--- config.mk ---
export PLATFORM = sky130hd
export DESIGN_NAME = tmrch_channel
export DESIGN_NICKNAME = d
export VERILOG_FILES = /design/src/shared/tmrch_pkg.sv /design/src/logic/tmrch_channel.sv
export SDC_FILE = /design/constraint.sdc
export NUM_CORES = 1
export LEC_CHECK = 0
export BUFFER_PORTS_ARGS = -buffer_cell sky130_fd_sc_hd__buf_2
export CAP_MARGIN = 20
export CORE_ASPECT_RATIO = 1.25
export CORE_MARGIN = 10
export CORE_UTILIZATION = 45
export CTS_CLUSTER_DIAMETER = 80
export DETAILED_ROUTE_END_ITERATION = 16
export GPL_TIMING_DRIVEN = 0
export SYNTH_ARGS = -nofsm -noshare
export SYNTH_HDL_FRONTEND = slang
export SYNTH_SLANG_ARGS = --single-unit
--- constraint.sdc ---
create_clock -name i_clk -period 5.1 [get_ports i_clk]
set_input_delay 0.255 -clock i_clk [delete_from_list [all_inputs] [get_ports i_clk]]
set_output_delay 0.255 -clock i_clk [all_outputs]
set_load 0.03 [all_outputs]
--- src/shared/tmrch_pkg.sv ---
/*
  Package for one 16-bit timer channel: register offsets, command bit
  positions, mode field layouts, reset values and code enumerations.
  Assumes a single 20 MHz clock domain and a plain register port.
*/
`default_nettype none
package tmrch_pkg;

  // ----------------------------------------------------------------
  // Register offsets
  // ----------------------------------------------------------------
  localparam logic [7:0] OFS_CHANNEL_COMMAND = 8'h00;
  localparam logic [7:0] OFS_CHANNEL_CONFIG  = 8'h04;
  localparam logic [7:0] OFS_COUNT_VALUE     = 8'h10;
  localparam logic [7:0] OFS_COMPARE_A       = 8'h14;
  localparam logic [7:0] OFS_LATCH_B         = 8'h18;
  localparam logic [7:0] OFS_PERIOD_REG      = 8'h1c;
  localparam logic [7:0] OFS_CHANNEL_STATUS  = 8'h20;

  // ----------------------------------------------------------------
  // Command bits, status bits and reset values
  // ----------------------------------------------------------------
  localparam int CMD_COUNT_GATE_ON  = 0;
  localparam int CMD_COUNT_GATE_OFF = 1;
  localparam int CMD_SOFT_RESTART   = 2;
  localparam int STA_CLK_ENABLED    = 16;
  localparam int STA_MIRROR_A       = 17;
  localparam int STA_MIRROR_B       = 18;
  localparam logic [31:0] RST_CHANNEL_CONFIG = 32'h0000_0000;
  localparam logic [15:0] RST_COUNT          = 16'h0000;
  localparam logic [15:0] COUNT_TOP          = 16'hffff;

  // ----------------------------------------------------------------
  // Codes
  // ----------------------------------------------------------------
  typedef enum logic [1:0] {
    EDGE_NONE = 2'b00, EDGE_RISE = 2'b01, EDGE_FALL = 2'b10, EDGE_ANY = 2'b11
  } tmrch_edge_t;

  typedef enum logic [1:0] {
    ACT_NONE = 2'b00, ACT_SET = 2'b01, ACT_CLEAR = 2'b10, ACT_TOGGLE = 2'b11
  } tmrch_act_t;

  typedef enum logic [1:0] {
    SHAPE_UP = 2'b00, SHAPE_UPDN = 2'b01,
    SHAPE_UP_TRIG = 2'b10, SHAPE_UPDN_TRIG = 2'b11
  } tmrch_shape_t;

  // ----------------------------------------------------------------
  // Channel config views, bit 31 first
  // ----------------------------------------------------------------
  typedef struct packed {
    logic [11:0]  unused_hi;
    tmrch_edge_t  latch_b_edge_sel;
    tmrch_edge_t  latch_a_edge_sel;
    logic         wave;
    logic         period_match_restart;
    logic [2:0]   unused_mid;
    logic         trigger_line_sel;
    tmrch_edge_t  trigger_edge_sel;
    logic         latch_b_gate_off;
    logic         latch_b_halt;
    logic [1:0]   burst_sel;
    logic         count_edge_invert;
    logic [2:0]   count_source_sel;
  } tmrch_cfg_cap_t;

  typedef struct packed {
    tmrch_act_t   line_b_soft_action;
    tmrch_act_t   line_b_event_action;
    tmrch_act_t   line_b_period_action;
    tmrch_act_t   line_b_match_action;
    tmrch_act_t   line_a_soft_action;
    tmrch_act_t   line_a_event_action;
    tmrch_act_t   line_a_period_action;
    tmrch_act_t   line_a_match_action;
    logic         wave;
    tmrch_shape_t count_shape_sel;
    logic         event_restart_enable;
    logic [1:0]   event_source_sel;
    tmrch_edge_t  event_edge_sel;
    logic         period_gate_off;
    logic         period_halt;
    logic [1:0]   burst_sel;
    logic         count_edge_invert;
    logic [2:0]   count_source_sel;
  } tmrch_cfg_wave_t;

  // Pin pair (out, oe_n) for a two-way line
  typedef struct packed {
    logic out;
    logic oe_n;
  } tmrch_pin_t;

endpackage
`default_nettype wire

--- src/logic/tmrch_channel.sv ---
/*
  One 16-bit timer channel: command register, mode register in capture
  or waveform view, counter with clock selection and gating, capture
  latches, compare and period registers, and two I/O line controllers.
  Assumes all inputs are synchronous to i_clk; the clock sources and
  lines are sampled levels, and i_ce low freezes every flip-flop.
*/
`timescale 1ns/1ps
`default_nettype none

// Contract
// [RQ1] Command bit 2 written one: counter to zero, clock started; code only clears the halt (enable kept), and in up-down reverses instead.
// [RQ2] Command bit 1 written one: counter clock disabled.
// [RQ3] Command bit 0 written one enables clock unless bit 1 also one.
// [RQ4] Zero command bits do nothing; command register reads nothing.
// [RQ5] Config bit 15 picks capture (0) or waveform (1) view.
// [RQ6] Capture: bits 17:16, 19:18 pick line A edge loading A, B.
// [RQ7] Capture: bit 14 lets period match restart the counter.
// [RQ8] Capture: bit 10 picks line A (1) or B (0) as trigger.
// [RQ9] Capture: bits 9:8 pick trigger edge none/rise/fall/both.
// [RQ10] Capture: bit 7 disables counter clock on latch B load.
// [RQ11] Capture: bit 6 stops counter clock on latch B load.
// [RQ12] Bits 5:4 gate selected clock with external clock 0-2.
// [RQ13] Bit 3 makes counting happen on falling selected-clock edge.
// [RQ14] Bits 2:0 pick internal clocks 1-5 or external clocks 0-2.
// [RQ15] Waveform: line B actions for trigger, event, period, B match.
// [RQ16] Waveform: line A actions for trigger, event, period, A match.
// [RQ17] Waveform: bits 14:13 pick up/up-down, with or without restart.
// [RQ18] Waveform: bit 12 lets external event restart the counter.
// [RQ19] Waveform: bits 11:10 pick line B (input) or external clock.
// [RQ20] Waveform: bits 9:8 pick event edge none/rise/fall/both.
// [RQ21] Waveform: bit 7 disables counter clock on period match.
// [RQ22] Waveform: bit 6 stops counter clock on period match.
// [RQ23] Up-down without restart spans 0 to 0xffff; trigger reverses.
// [RQ24] Stopped clock resumes on trigger; disabled needs enable command.
module tmrch_channel (
  input  wire logic        i_clk,
  input  wire logic        i_rst_n,
  input  wire logic        i_ce,
  input  wire logic [7:0]  i_addr,
  input  wire logic [31:0] i_wdata,
  input  wire logic        i_wr,
  input  wire logic        i_rd,
  output logic      [31:0] o_rdata,
  input  wire logic [4:0]  i_internal_clk,
  input  wire logic [2:0]  i_ext_clock,
  input  wire logic        i_io_line_a,
  output logic             o_io_line_a,
  output logic             o_io_line_a_oe_n,
  input  wire logic        i_io_line_b,
  output logic             o_io_line_b,
  output logic             o_io_line_b_oe_n
);

  // ----------------------------------------------------------------
  // Helpers
  // ----------------------------------------------------------------
  function automatic logic edge_hit(input logic [1:0] sel,
                                    input logic prev, input logic cur);
    case (sel)
      2'b01:   edge_hit = ~prev & cur;
      2'b10:   edge_hit = prev & ~cur;
      2'b11:   edge_hit = prev ^ cur;
      default: edge_hit = 1'b0;
    endcase
  endfunction
  function automatic logic apply_act(input logic [1:0] act,
                                     input logic cur);
    case (act)
      2'b01:   apply_act = 1'b1;
      2'b10:   apply_act = 1'b0;
      2'b11:   apply_act = ~cur;
      default: apply_act = cur;
    endcase
  endfunction

  // ----------------------------------------------------------------
  // Registers
  // ----------------------------------------------------------------
  logic [31:0]             cfg_r;
  logic [15:0]             count_r, compare_a_r, latch_b_r, period_r;
  logic                    clk_enabled_r, clk_halted_r, count_down_r;
  logic                    line_a_r, line_b_r;
  logic                    src_lvl_prev_r, line_a_prev_r, line_b_prev_r;
  logic [2:0]              ext_prev_r;
  tmrch_pkg::tmrch_cfg_cap_t  cap;
  tmrch_pkg::tmrch_cfg_wave_t wav;
  logic                    wave_mode;
  logic                    wr_cmd, wr_cfg;
  assign cap       = tmrch_pkg::tmrch_cfg_cap_t'(cfg_r);
  assign wav       = tmrch_pkg::tmrch_cfg_wave_t'(cfg_r);
  assign wave_mode = cap.wave; // RQ5
  assign wr_cmd = i_wr && (i_addr == tmrch_pkg::OFS_CHANNEL_COMMAND);
  assign wr_cfg = i_wr && (i_addr == tmrch_pkg::OFS_CHANNEL_CONFIG);

  // Command strobes, zero bits act as no-ops
  logic cmd_restart, cmd_off, cmd_on;
  assign cmd_restart = wr_cmd && i_wdata[tmrch_pkg::CMD_SOFT_RESTART];
  assign cmd_off     = wr_cmd && i_wdata[tmrch_pkg::CMD_COUNT_GATE_OFF];
  assign cmd_on      = wr_cmd && i_wdata[tmrch_pkg::CMD_COUNT_GATE_ON]
                       && !i_wdata[tmrch_pkg::CMD_COUNT_GATE_OFF]; // RQ3

  // ----------------------------------------------------------------
  // Counter clock selection, gating and invert
  // ----------------------------------------------------------------
  logic src_sel, burst_ok, src_lvl, tick;
  always_comb begin
    if (cap.count_source_sel < 3'h5) begin
      src_sel = i_internal_clk[cap.count_source_sel]; // RQ14
    end else begin
      src_sel = i_ext_clock[2'(cap.count_source_sel - 3'h5)]; // RQ14
    end
    if (cap.burst_sel == 2'h0) begin
      burst_ok = 1'b1;
    end else begin
      burst_ok = i_ext_clock[2'(cap.burst_sel - 2'h1)]; // RQ12
    end
  end

  assign src_lvl = (src_sel & burst_ok) ^ cap.count_edge_invert; // RQ13
  assign tick    = src_lvl & ~src_lvl_prev_r
                   & clk_enabled_r & ~clk_halted_r;

  // ----------------------------------------------------------------
  // Events: matches, edges, triggers
  // ----------------------------------------------------------------
  logic period_hit, a_hit, b_hit, load_a, load_b, cap_trig;
  logic event_src_prev, event_src_cur, ext_event, line_b_input;
  logic period_restart, any_trig, updown;
  assign period_hit = tick && (count_r == period_r);
  assign a_hit      = tick && (count_r == compare_a_r);
  assign b_hit      = tick && (count_r == latch_b_r);
  assign load_a = !wave_mode && edge_hit(cap.latch_a_edge_sel,
                                         line_a_prev_r, i_io_line_a); // RQ6
  assign load_b = !wave_mode && edge_hit(cap.latch_b_edge_sel,
                                         line_a_prev_r, i_io_line_a); // RQ6

  assign cap_trig = !wave_mode && (cap.trigger_line_sel // RQ8
                    ? edge_hit(cap.trigger_edge_sel, line_a_prev_r,
                               i_io_line_a)
                    : edge_hit(cap.trigger_edge_sel, line_b_prev_r,
                               i_io_line_b)); // RQ9

  always_comb begin
    if (wav.event_source_sel == 2'h0) begin
      event_src_prev = line_b_prev_r; // RQ19
      event_src_cur  = i_io_line_b;
    end else begin
      event_src_prev = ext_prev_r[2'(wav.event_source_sel - 2'h1)];
      event_src_cur  = i_ext_clock[2'(wav.event_source_sel - 2'h1)];
    end
  end

  assign ext_event    = wave_mode && edge_hit(wav.event_edge_sel,
                        event_src_prev, event_src_cur); // RQ20
  assign line_b_input = wav.event_source_sel == 2'h0; // RQ19
  assign updown       = wav.count_shape_sel[0];
  assign period_restart = period_hit && (wave_mode
                          ? wav.count_shape_sel[1] // RQ17
                          : cap.period_match_restart); // RQ7
  assign any_trig = cmd_restart || cap_trig // RQ1
                    || (ext_event && wav.event_restart_enable); // RQ18

  // ----------------------------------------------------------------
  // Register port writes
  // ----------------------------------------------------------------
  always_ff @(posedge i_clk or negedge i_rst_n) begin
    if (!i_rst_n) begin
      cfg_r <= tmrch_pkg::RST_CHANNEL_CONFIG;
    end else if (i_ce && wr_cfg) begin
      cfg_r <= i_wdata;
    end
  end

  always_ff @(posedge i_clk or negedge i_rst_n) begin
    if (!i_rst_n) begin
      period_r <= tmrch_pkg::RST_COUNT;
    end else if (i_ce && i_wr && i_addr == tmrch_pkg::OFS_PERIOD_REG) begin
      period_r <= i_wdata[15:0];
    end
  end

  // A and B take software writes in waveform view, edge loads in capture
  always_ff @(posedge i_clk or negedge i_rst_n) begin
    if (!i_rst_n) begin
      compare_a_r <= tmrch_pkg::RST_COUNT;
      latch_b_r   <= tmrch_pkg::RST_COUNT;
    end else if (i_ce) begin
      if (load_a) begin
        compare_a_r <= count_r; // RQ6
      end else if (wave_mode && i_wr
                   && i_addr == tmrch_pkg::OFS_COMPARE_A) begin
        compare_a_r <= i_wdata[15:0];
      end
      if (load_b) begin
        latch_b_r <= count_r; // RQ6
      end else if (wave_mode && i_wr
                   && i_addr == tmrch_pkg::OFS_LATCH_B) begin
        latch_b_r <= i_wdata[15:0];
      end
    end
  end

  // ----------------------------------------------------------------
  // Clock enable and halt state
  // ----------------------------------------------------------------
  always_ff @(posedge i_clk or negedge i_rst_n) begin
    if (!i_rst_n) begin
      clk_enabled_r <= 1'b0;
    end else if (i_ce) begin
      if (cmd_off) begin
        clk_enabled_r <= 1'b0; // RQ2
      end else if (!wave_mode && cap.latch_b_gate_off && load_b) begin
        clk_enabled_r <= 1'b0; // RQ10
      end else if (wave_mode && wav.period_gate_off && period_hit) begin
        clk_enabled_r <= 1'b0; // RQ21
      end else if (cmd_on) begin
        clk_enabled_r <= 1'b1; // RQ3
      end
    end
  end

  // A halt beats a same-cycle restart; triggers never re-enable
  always_ff @(posedge i_clk or negedge i_rst_n) begin
    if (!i_rst_n) begin
      clk_halted_r <= 1'b0;
    end else if (i_ce) begin
      if (!wave_mode && cap.latch_b_halt && load_b) begin
        clk_halted_r <= 1'b1; // RQ11
      end else if (wave_mode && wav.period_halt && period_hit) begin
        clk_halted_r <= 1'b1; // RQ22
      end else if (any_trig || period_restart) begin
        clk_halted_r <= 1'b0; // RQ24
      end
    end
  end

  // ----------------------------------------------------------------
  // Counter and direction
  // ----------------------------------------------------------------
  logic [15:0] turn_top;
  assign turn_top = wav.count_shape_sel[1] ? period_r
                                           : tmrch_pkg::COUNT_TOP; // RQ23

  always_ff @(posedge i_clk or negedge i_rst_n) begin
    if (!i_rst_n) begin
      count_r      <= tmrch_pkg::RST_COUNT;
      count_down_r <= 1'b0;
    end else if (i_ce) begin
      if (!wave_mode || !updown) begin
        count_down_r <= 1'b0;
        if (any_trig || period_restart) begin
          count_r <= tmrch_pkg::RST_COUNT; // RQ1
        end else if (tick) begin
          count_r <= count_r + 16'h0001;
        end
      end else if (any_trig) begin
        count_down_r <= ~count_down_r; // RQ23
      end else if (tick) begin
        if (!count_down_r && count_r >= turn_top) begin
          count_down_r <= 1'b1; // RQ17
          count_r      <= count_r - 16'h0001;
        end else if (count_down_r && count_r == tmrch_pkg::RST_COUNT) begin
          count_down_r <= 1'b0;
          count_r      <= count_r + 16'h0001;
        end else if (count_down_r) begin
          count_r <= count_r - 16'h0001;
        end else begin
          count_r <= count_r + 16'h0001;
        end
      end
    end
  end

  // ----------------------------------------------------------------
  // Output line controllers
  // ----------------------------------------------------------------
  always_ff @(posedge i_clk or negedge i_rst_n) begin
    if (!i_rst_n) begin
      line_a_r <= 1'b0;
      line_b_r <= 1'b0;
    end else if (i_ce && wave_mode) begin
      if (cmd_restart && wav.line_a_soft_action != tmrch_pkg::ACT_NONE) begin
        line_a_r <= apply_act(wav.line_a_soft_action, line_a_r); // RQ16
      end else if (ext_event
                   && wav.line_a_event_action != tmrch_pkg::ACT_NONE) begin
        line_a_r <= apply_act(wav.line_a_event_action, line_a_r); // RQ16
      end else if (period_hit
                   && wav.line_a_period_action != tmrch_pkg::ACT_NONE) begin
        line_a_r <= apply_act(wav.line_a_period_action, line_a_r); // RQ16
      end else if (a_hit) begin
        line_a_r <= apply_act(wav.line_a_match_action, line_a_r); // RQ16
      end
      if (line_b_input) begin
        line_b_r <= line_b_r;
      end else if (cmd_restart
                   && wav.line_b_soft_action != tmrch_pkg::ACT_NONE) begin
        line_b_r <= apply_act(wav.line_b_soft_action, line_b_r); // RQ15
      end else if (ext_event
                   && wav.line_b_event_action != tmrch_pkg::ACT_NONE) begin
        line_b_r <= apply_act(wav.line_b_event_action, line_b_r); // RQ15
      end else if (period_hit
                   && wav.line_b_period_action != tmrch_pkg::ACT_NONE) begin
        line_b_r <= apply_act(wav.line_b_period_action, line_b_r); // RQ15
      end else if (b_hit) begin
        line_b_r <= apply_act(wav.line_b_match_action, line_b_r); // RQ15
      end
    end
  end

  tmrch_pkg::tmrch_pin_t pin_a, pin_b;
  assign pin_a = '{out: line_a_r, oe_n: !wave_mode};
  assign pin_b = '{out: line_b_r, oe_n: !wave_mode || line_b_input};
  assign o_io_line_a      = pin_a.out;
  assign o_io_line_a_oe_n = pin_a.oe_n;
  assign o_io_line_b      = pin_b.out;
  assign o_io_line_b_oe_n = pin_b.oe_n;

  // ----------------------------------------------------------------
  // Edge history
  // ----------------------------------------------------------------
  always_ff @(posedge i_clk or negedge i_rst_n) begin
    if (!i_rst_n) begin
      src_lvl_prev_r <= 1'b0;
      line_a_prev_r  <= 1'b0;
      line_b_prev_r  <= 1'b0;
      ext_prev_r     <= 3'h0;
    end else if (i_ce) begin
      src_lvl_prev_r <= src_lvl;
      line_a_prev_r  <= i_io_line_a;
      line_b_prev_r  <= i_io_line_b;
      ext_prev_r     <= i_ext_clock;
    end
  end

  // ----------------------------------------------------------------
  // Read port, data one cycle after the strobe
  // ----------------------------------------------------------------
  logic [31:0] status, rd_nxt;
  always_comb begin
    status = 32'h0000_0000;
    status[tmrch_pkg::STA_CLK_ENABLED] = clk_enabled_r;
    status[tmrch_pkg::STA_MIRROR_A] = wave_mode ? line_a_r : i_io_line_a;
    status[tmrch_pkg::STA_MIRROR_B] =
      (wave_mode && !line_b_input) ? line_b_r : i_io_line_b;
    case (i_addr)
      tmrch_pkg::OFS_CHANNEL_CONFIG: rd_nxt = cfg_r;
      tmrch_pkg::OFS_COUNT_VALUE:    rd_nxt = {16'h0000, count_r};
      tmrch_pkg::OFS_COMPARE_A:      rd_nxt = {16'h0000, compare_a_r};
      tmrch_pkg::OFS_LATCH_B:        rd_nxt = {16'h0000, latch_b_r};
      tmrch_pkg::OFS_PERIOD_REG:     rd_nxt = {16'h0000, period_r};
      tmrch_pkg::OFS_CHANNEL_STATUS: rd_nxt = status;
      default:                       rd_nxt = 32'h0000_0000; // RQ4
    endcase
  end

  always_ff @(posedge i_clk or negedge i_rst_n) begin
    if (!i_rst_n) begin
      o_rdata <= 32'h0000_0000;
    end else if (i_ce) begin
      o_rdata <= i_rd ? rd_nxt : 32'h0000_0000;
    end
  end

endmodule
`default_nettype wire

==> run metrics <==
status=completed; Leak=4.73 nW; Power Total=0.00299 W; Seq/Total Area, Yosys=0.391; CTS root buf=clkbuf_16; Crit Path Max Fanout=10; Starting Density=0.457; width of the die=146 um; Post-Syn Area per Cell=9.76 sq um; Die Ht=177 um; share of the synthesized area in the top cell type=0.391; Max Cap Viol=0; skew final=0.0103 ns; Clock Latency Late Sink=0.43 ns; Ports=91; Syn Nets=1007; Via Count=7587; Post-Syn Area=8890 sq um; core area=19500 sq um; Starting DRT DRC Count=366; Setup CP Type=reg2reg; Clk pin slew, worst setup/hold paths=0.06 ns; Worst Hold Class=in2reg; pin count of the biggest net entering global routing=88; placed inst area=9720 sq um; Mapped Cells=911; Post-DRT Antenna Nets=0; ys flop type=dfrtp_1; most frequent cell after synthesis=dfrtp_1; hold_sp=i_wdata[18]; layout cells sized above 1=0.194; fin crit period=4.42 ns; FMAX=0.226 GHz; post_cts resized=0; wire per inst=22.0 um; slew at the pin closest to its max-slew limit=1.13 ns; leading area contributor after synthesis=dfrtp_1; Ys Warns=0; clk buf depth=2; GRT Residual Overflow=0; synth unique cells=69; top cells by area, synth=dfrtp_1, mux2i_1, ha_1; hold worst-path end=cap[18]; final hold vios=0; Worst VDD drop=227 uV; # port buffers=90; row cnt=57; Final setup viols=0; DRC viols=0; Nets=1119; Area Overhead vs Synth=16.4%; initial antenna violation count=0; RR Endpoint=count_r[5]; worst hold path stage count=3; final instance area=10400 sq um; final WL=28500 um; All-Layer GR Usage=0.220; Synth top cells by count=dfrtp_1, nand2_1, o21ai_0; Die Area=25800 sq um; unrepaired setup endpoints after global routing=no; drt pass-1 iters=6; TritonCTS clock tree=built; clock sink count=139; PwrDens=288 nW/um^2; reg2reg start=cap[10]; fin. max-slew vios=0; ys async rst share=1.00; H-tree depth=4; crit path capture type=flop; R2R Setup Slk=0.68 ns; gpl congestion=0.912; vias in the first global route=7687; Worst R2R Path Depth=17; first-pass GRT wire length=44700 um; CP Data Required Time=5.40 ns; hold slack=0.0311 ns; # diodes=0; flops & latches, synth=139; Slew headroom=0.241; Total Neg Setup Slack=0 ns; final worst-path cycle share=0.866; postcts setup bufs=0; Detailed Place HPWL=22000 um; Vias per Instance=5.84; critical path arrival=4.72 ns; fillers=1826; Critical Path Start Type=flop; CTS Buf Count=17; EDFF count, synth=0
## worst max path at each step
stage / from / end / slack, ns
final: cap[10] / count_r[5] / 0.68
after global routing: cap[10] / count_r[8] / 0.48
after CTS: cap[14] / count_r[3] / 0.71
after detailed placement: cap[14] / count_r[3] / 0.73
after global placement: cap[14] / count_r[3] / 0.72
after floorplan: cap[10] / count_r[7] / 1.66
## where the power goes
part	switching (W)	internal (W)	leakage, nW
clock	0.000502	0.000817	0.299
combinational	0.000246	0.000188	2.60
sequential	0.0000646	0.00117	1.83
## layout by cell type, fill, tap and decap left out, types with 20 or more instances in the layout
master | netlist | layout
dfrtp_1 | 139 | 139
buf_2 | 2 | 91
nand2_1 | 88 | 88
o21ai_0 | 78 | 78
nor2_1 | 61 | 61
clkbuf_1 | 55 | 55
mux2i_1 | 52 | 52
mux2_2 | 44 | 44
ha_1 | 41 | 41
xnor2_1 | 34 | 34
inv_1 | 33 | 33
o2bb2ai_1 | 21 | 21
a21oi_1 | 20 | 20
## area by class of cell
cell class	instances	area, sq um	area share
Tap cell	265	332	0.0320
Clock inverter	14	194	0.0187
Timing Repair Buffer	93	502	0.0485
Buffer	64	269	0.0260
Inverter	35	131	0.0127
Clock buffer	17	425	0.0411
Multi-Input combinational cell	673	5020	0.485
Sequential cell	139	3480	0.336
## per-stage QoR
step	worst slack, ns	utilization	instances
floorplan	1.66	-	911
global placement	0.724	0.497	1266
detailed placement	0.725	0.499	1268
CTS	0.706	0.532	1300
global route	0.484	0.532	1300
finish	0.681	0.532	1300
## routing by layer
| metal | up-vias | GRT usage | part of all wire |
|---|---|---|---|
| li1 | 3542 | - | - |
| met1 | 3774 | 0.258 | 0.41 |
| met2 | 220 | 0.393 | 0.51 |
| met3 | 51 | 0.0345 | 0.043 |
| met4 | 0 | 0.0932 | 0.034 |
| met5 | - | 0 | 0 |
## cell families (layout without fill, tap and decap cells)
| logic type | after synthesis | after routing | synth area share |
|---|---|---|---|
| and+or+nand+nor | 262 | 262 | 0.144 |
| adders and majority gates | 41 | 41 | 0.0577 |
| DFF | 139 | 139 | 0.391 |
| AOI/OAI and AO/OA | 206 | 206 | 0.154 |
| xor gates and xnor gates | 51 | 51 | 0.0502 |
| muxes | 113 | 113 | 0.157 |
| buffers and inverters | 99 | 223 | 0.0450 |
## state kept, by name, indices dropped and copies added, names as in the netlist
| signal | cells |
|---|---|
| cap | 32 |
| period_r | 16 |
| clk_halted_r | 1 |
| latch_b_r | 16 |
| o_io_line_a | 1 |
| count_down_r | 1 |
| line_b_prev_r | 1 |
| compare_a_r | 16 |
| src_lvl_prev_r | 1 |
| ext_prev_r | 3 |
| clk_enabled_r | 1 |
| o_io_line_b | 1 |
| count_r | 16 |
| o_rdata | 32 |
| line_a_prev_r | 1 |
## critical path: stages (launching register included)
cell and delay, ns:
dfrtp_1 0.36, inv_1 0.16, ha_1 0.46, mux2i_1 0.21
nor2_1 0.05, a31oi_1 0.24, o21a_1 0.17, inv_1 0.05
ha_1 0.16, or2_0 0.21, a32o_1 0.27, a32oi_1 0.31
o21ai_0 0.28, a21oi_2 0.50, clkbuf_1 0.50, o21ai_0 0.18
nand2_1 0.10, nand3_1 0.08
## timing repair
item | in CTS | in global routing
endpoints found under the setup margin | 0 | 0
endpoints found under the hold margin | 52 | 0
hold buffers | 1 | 0
(Power assumes the default switching activity.)
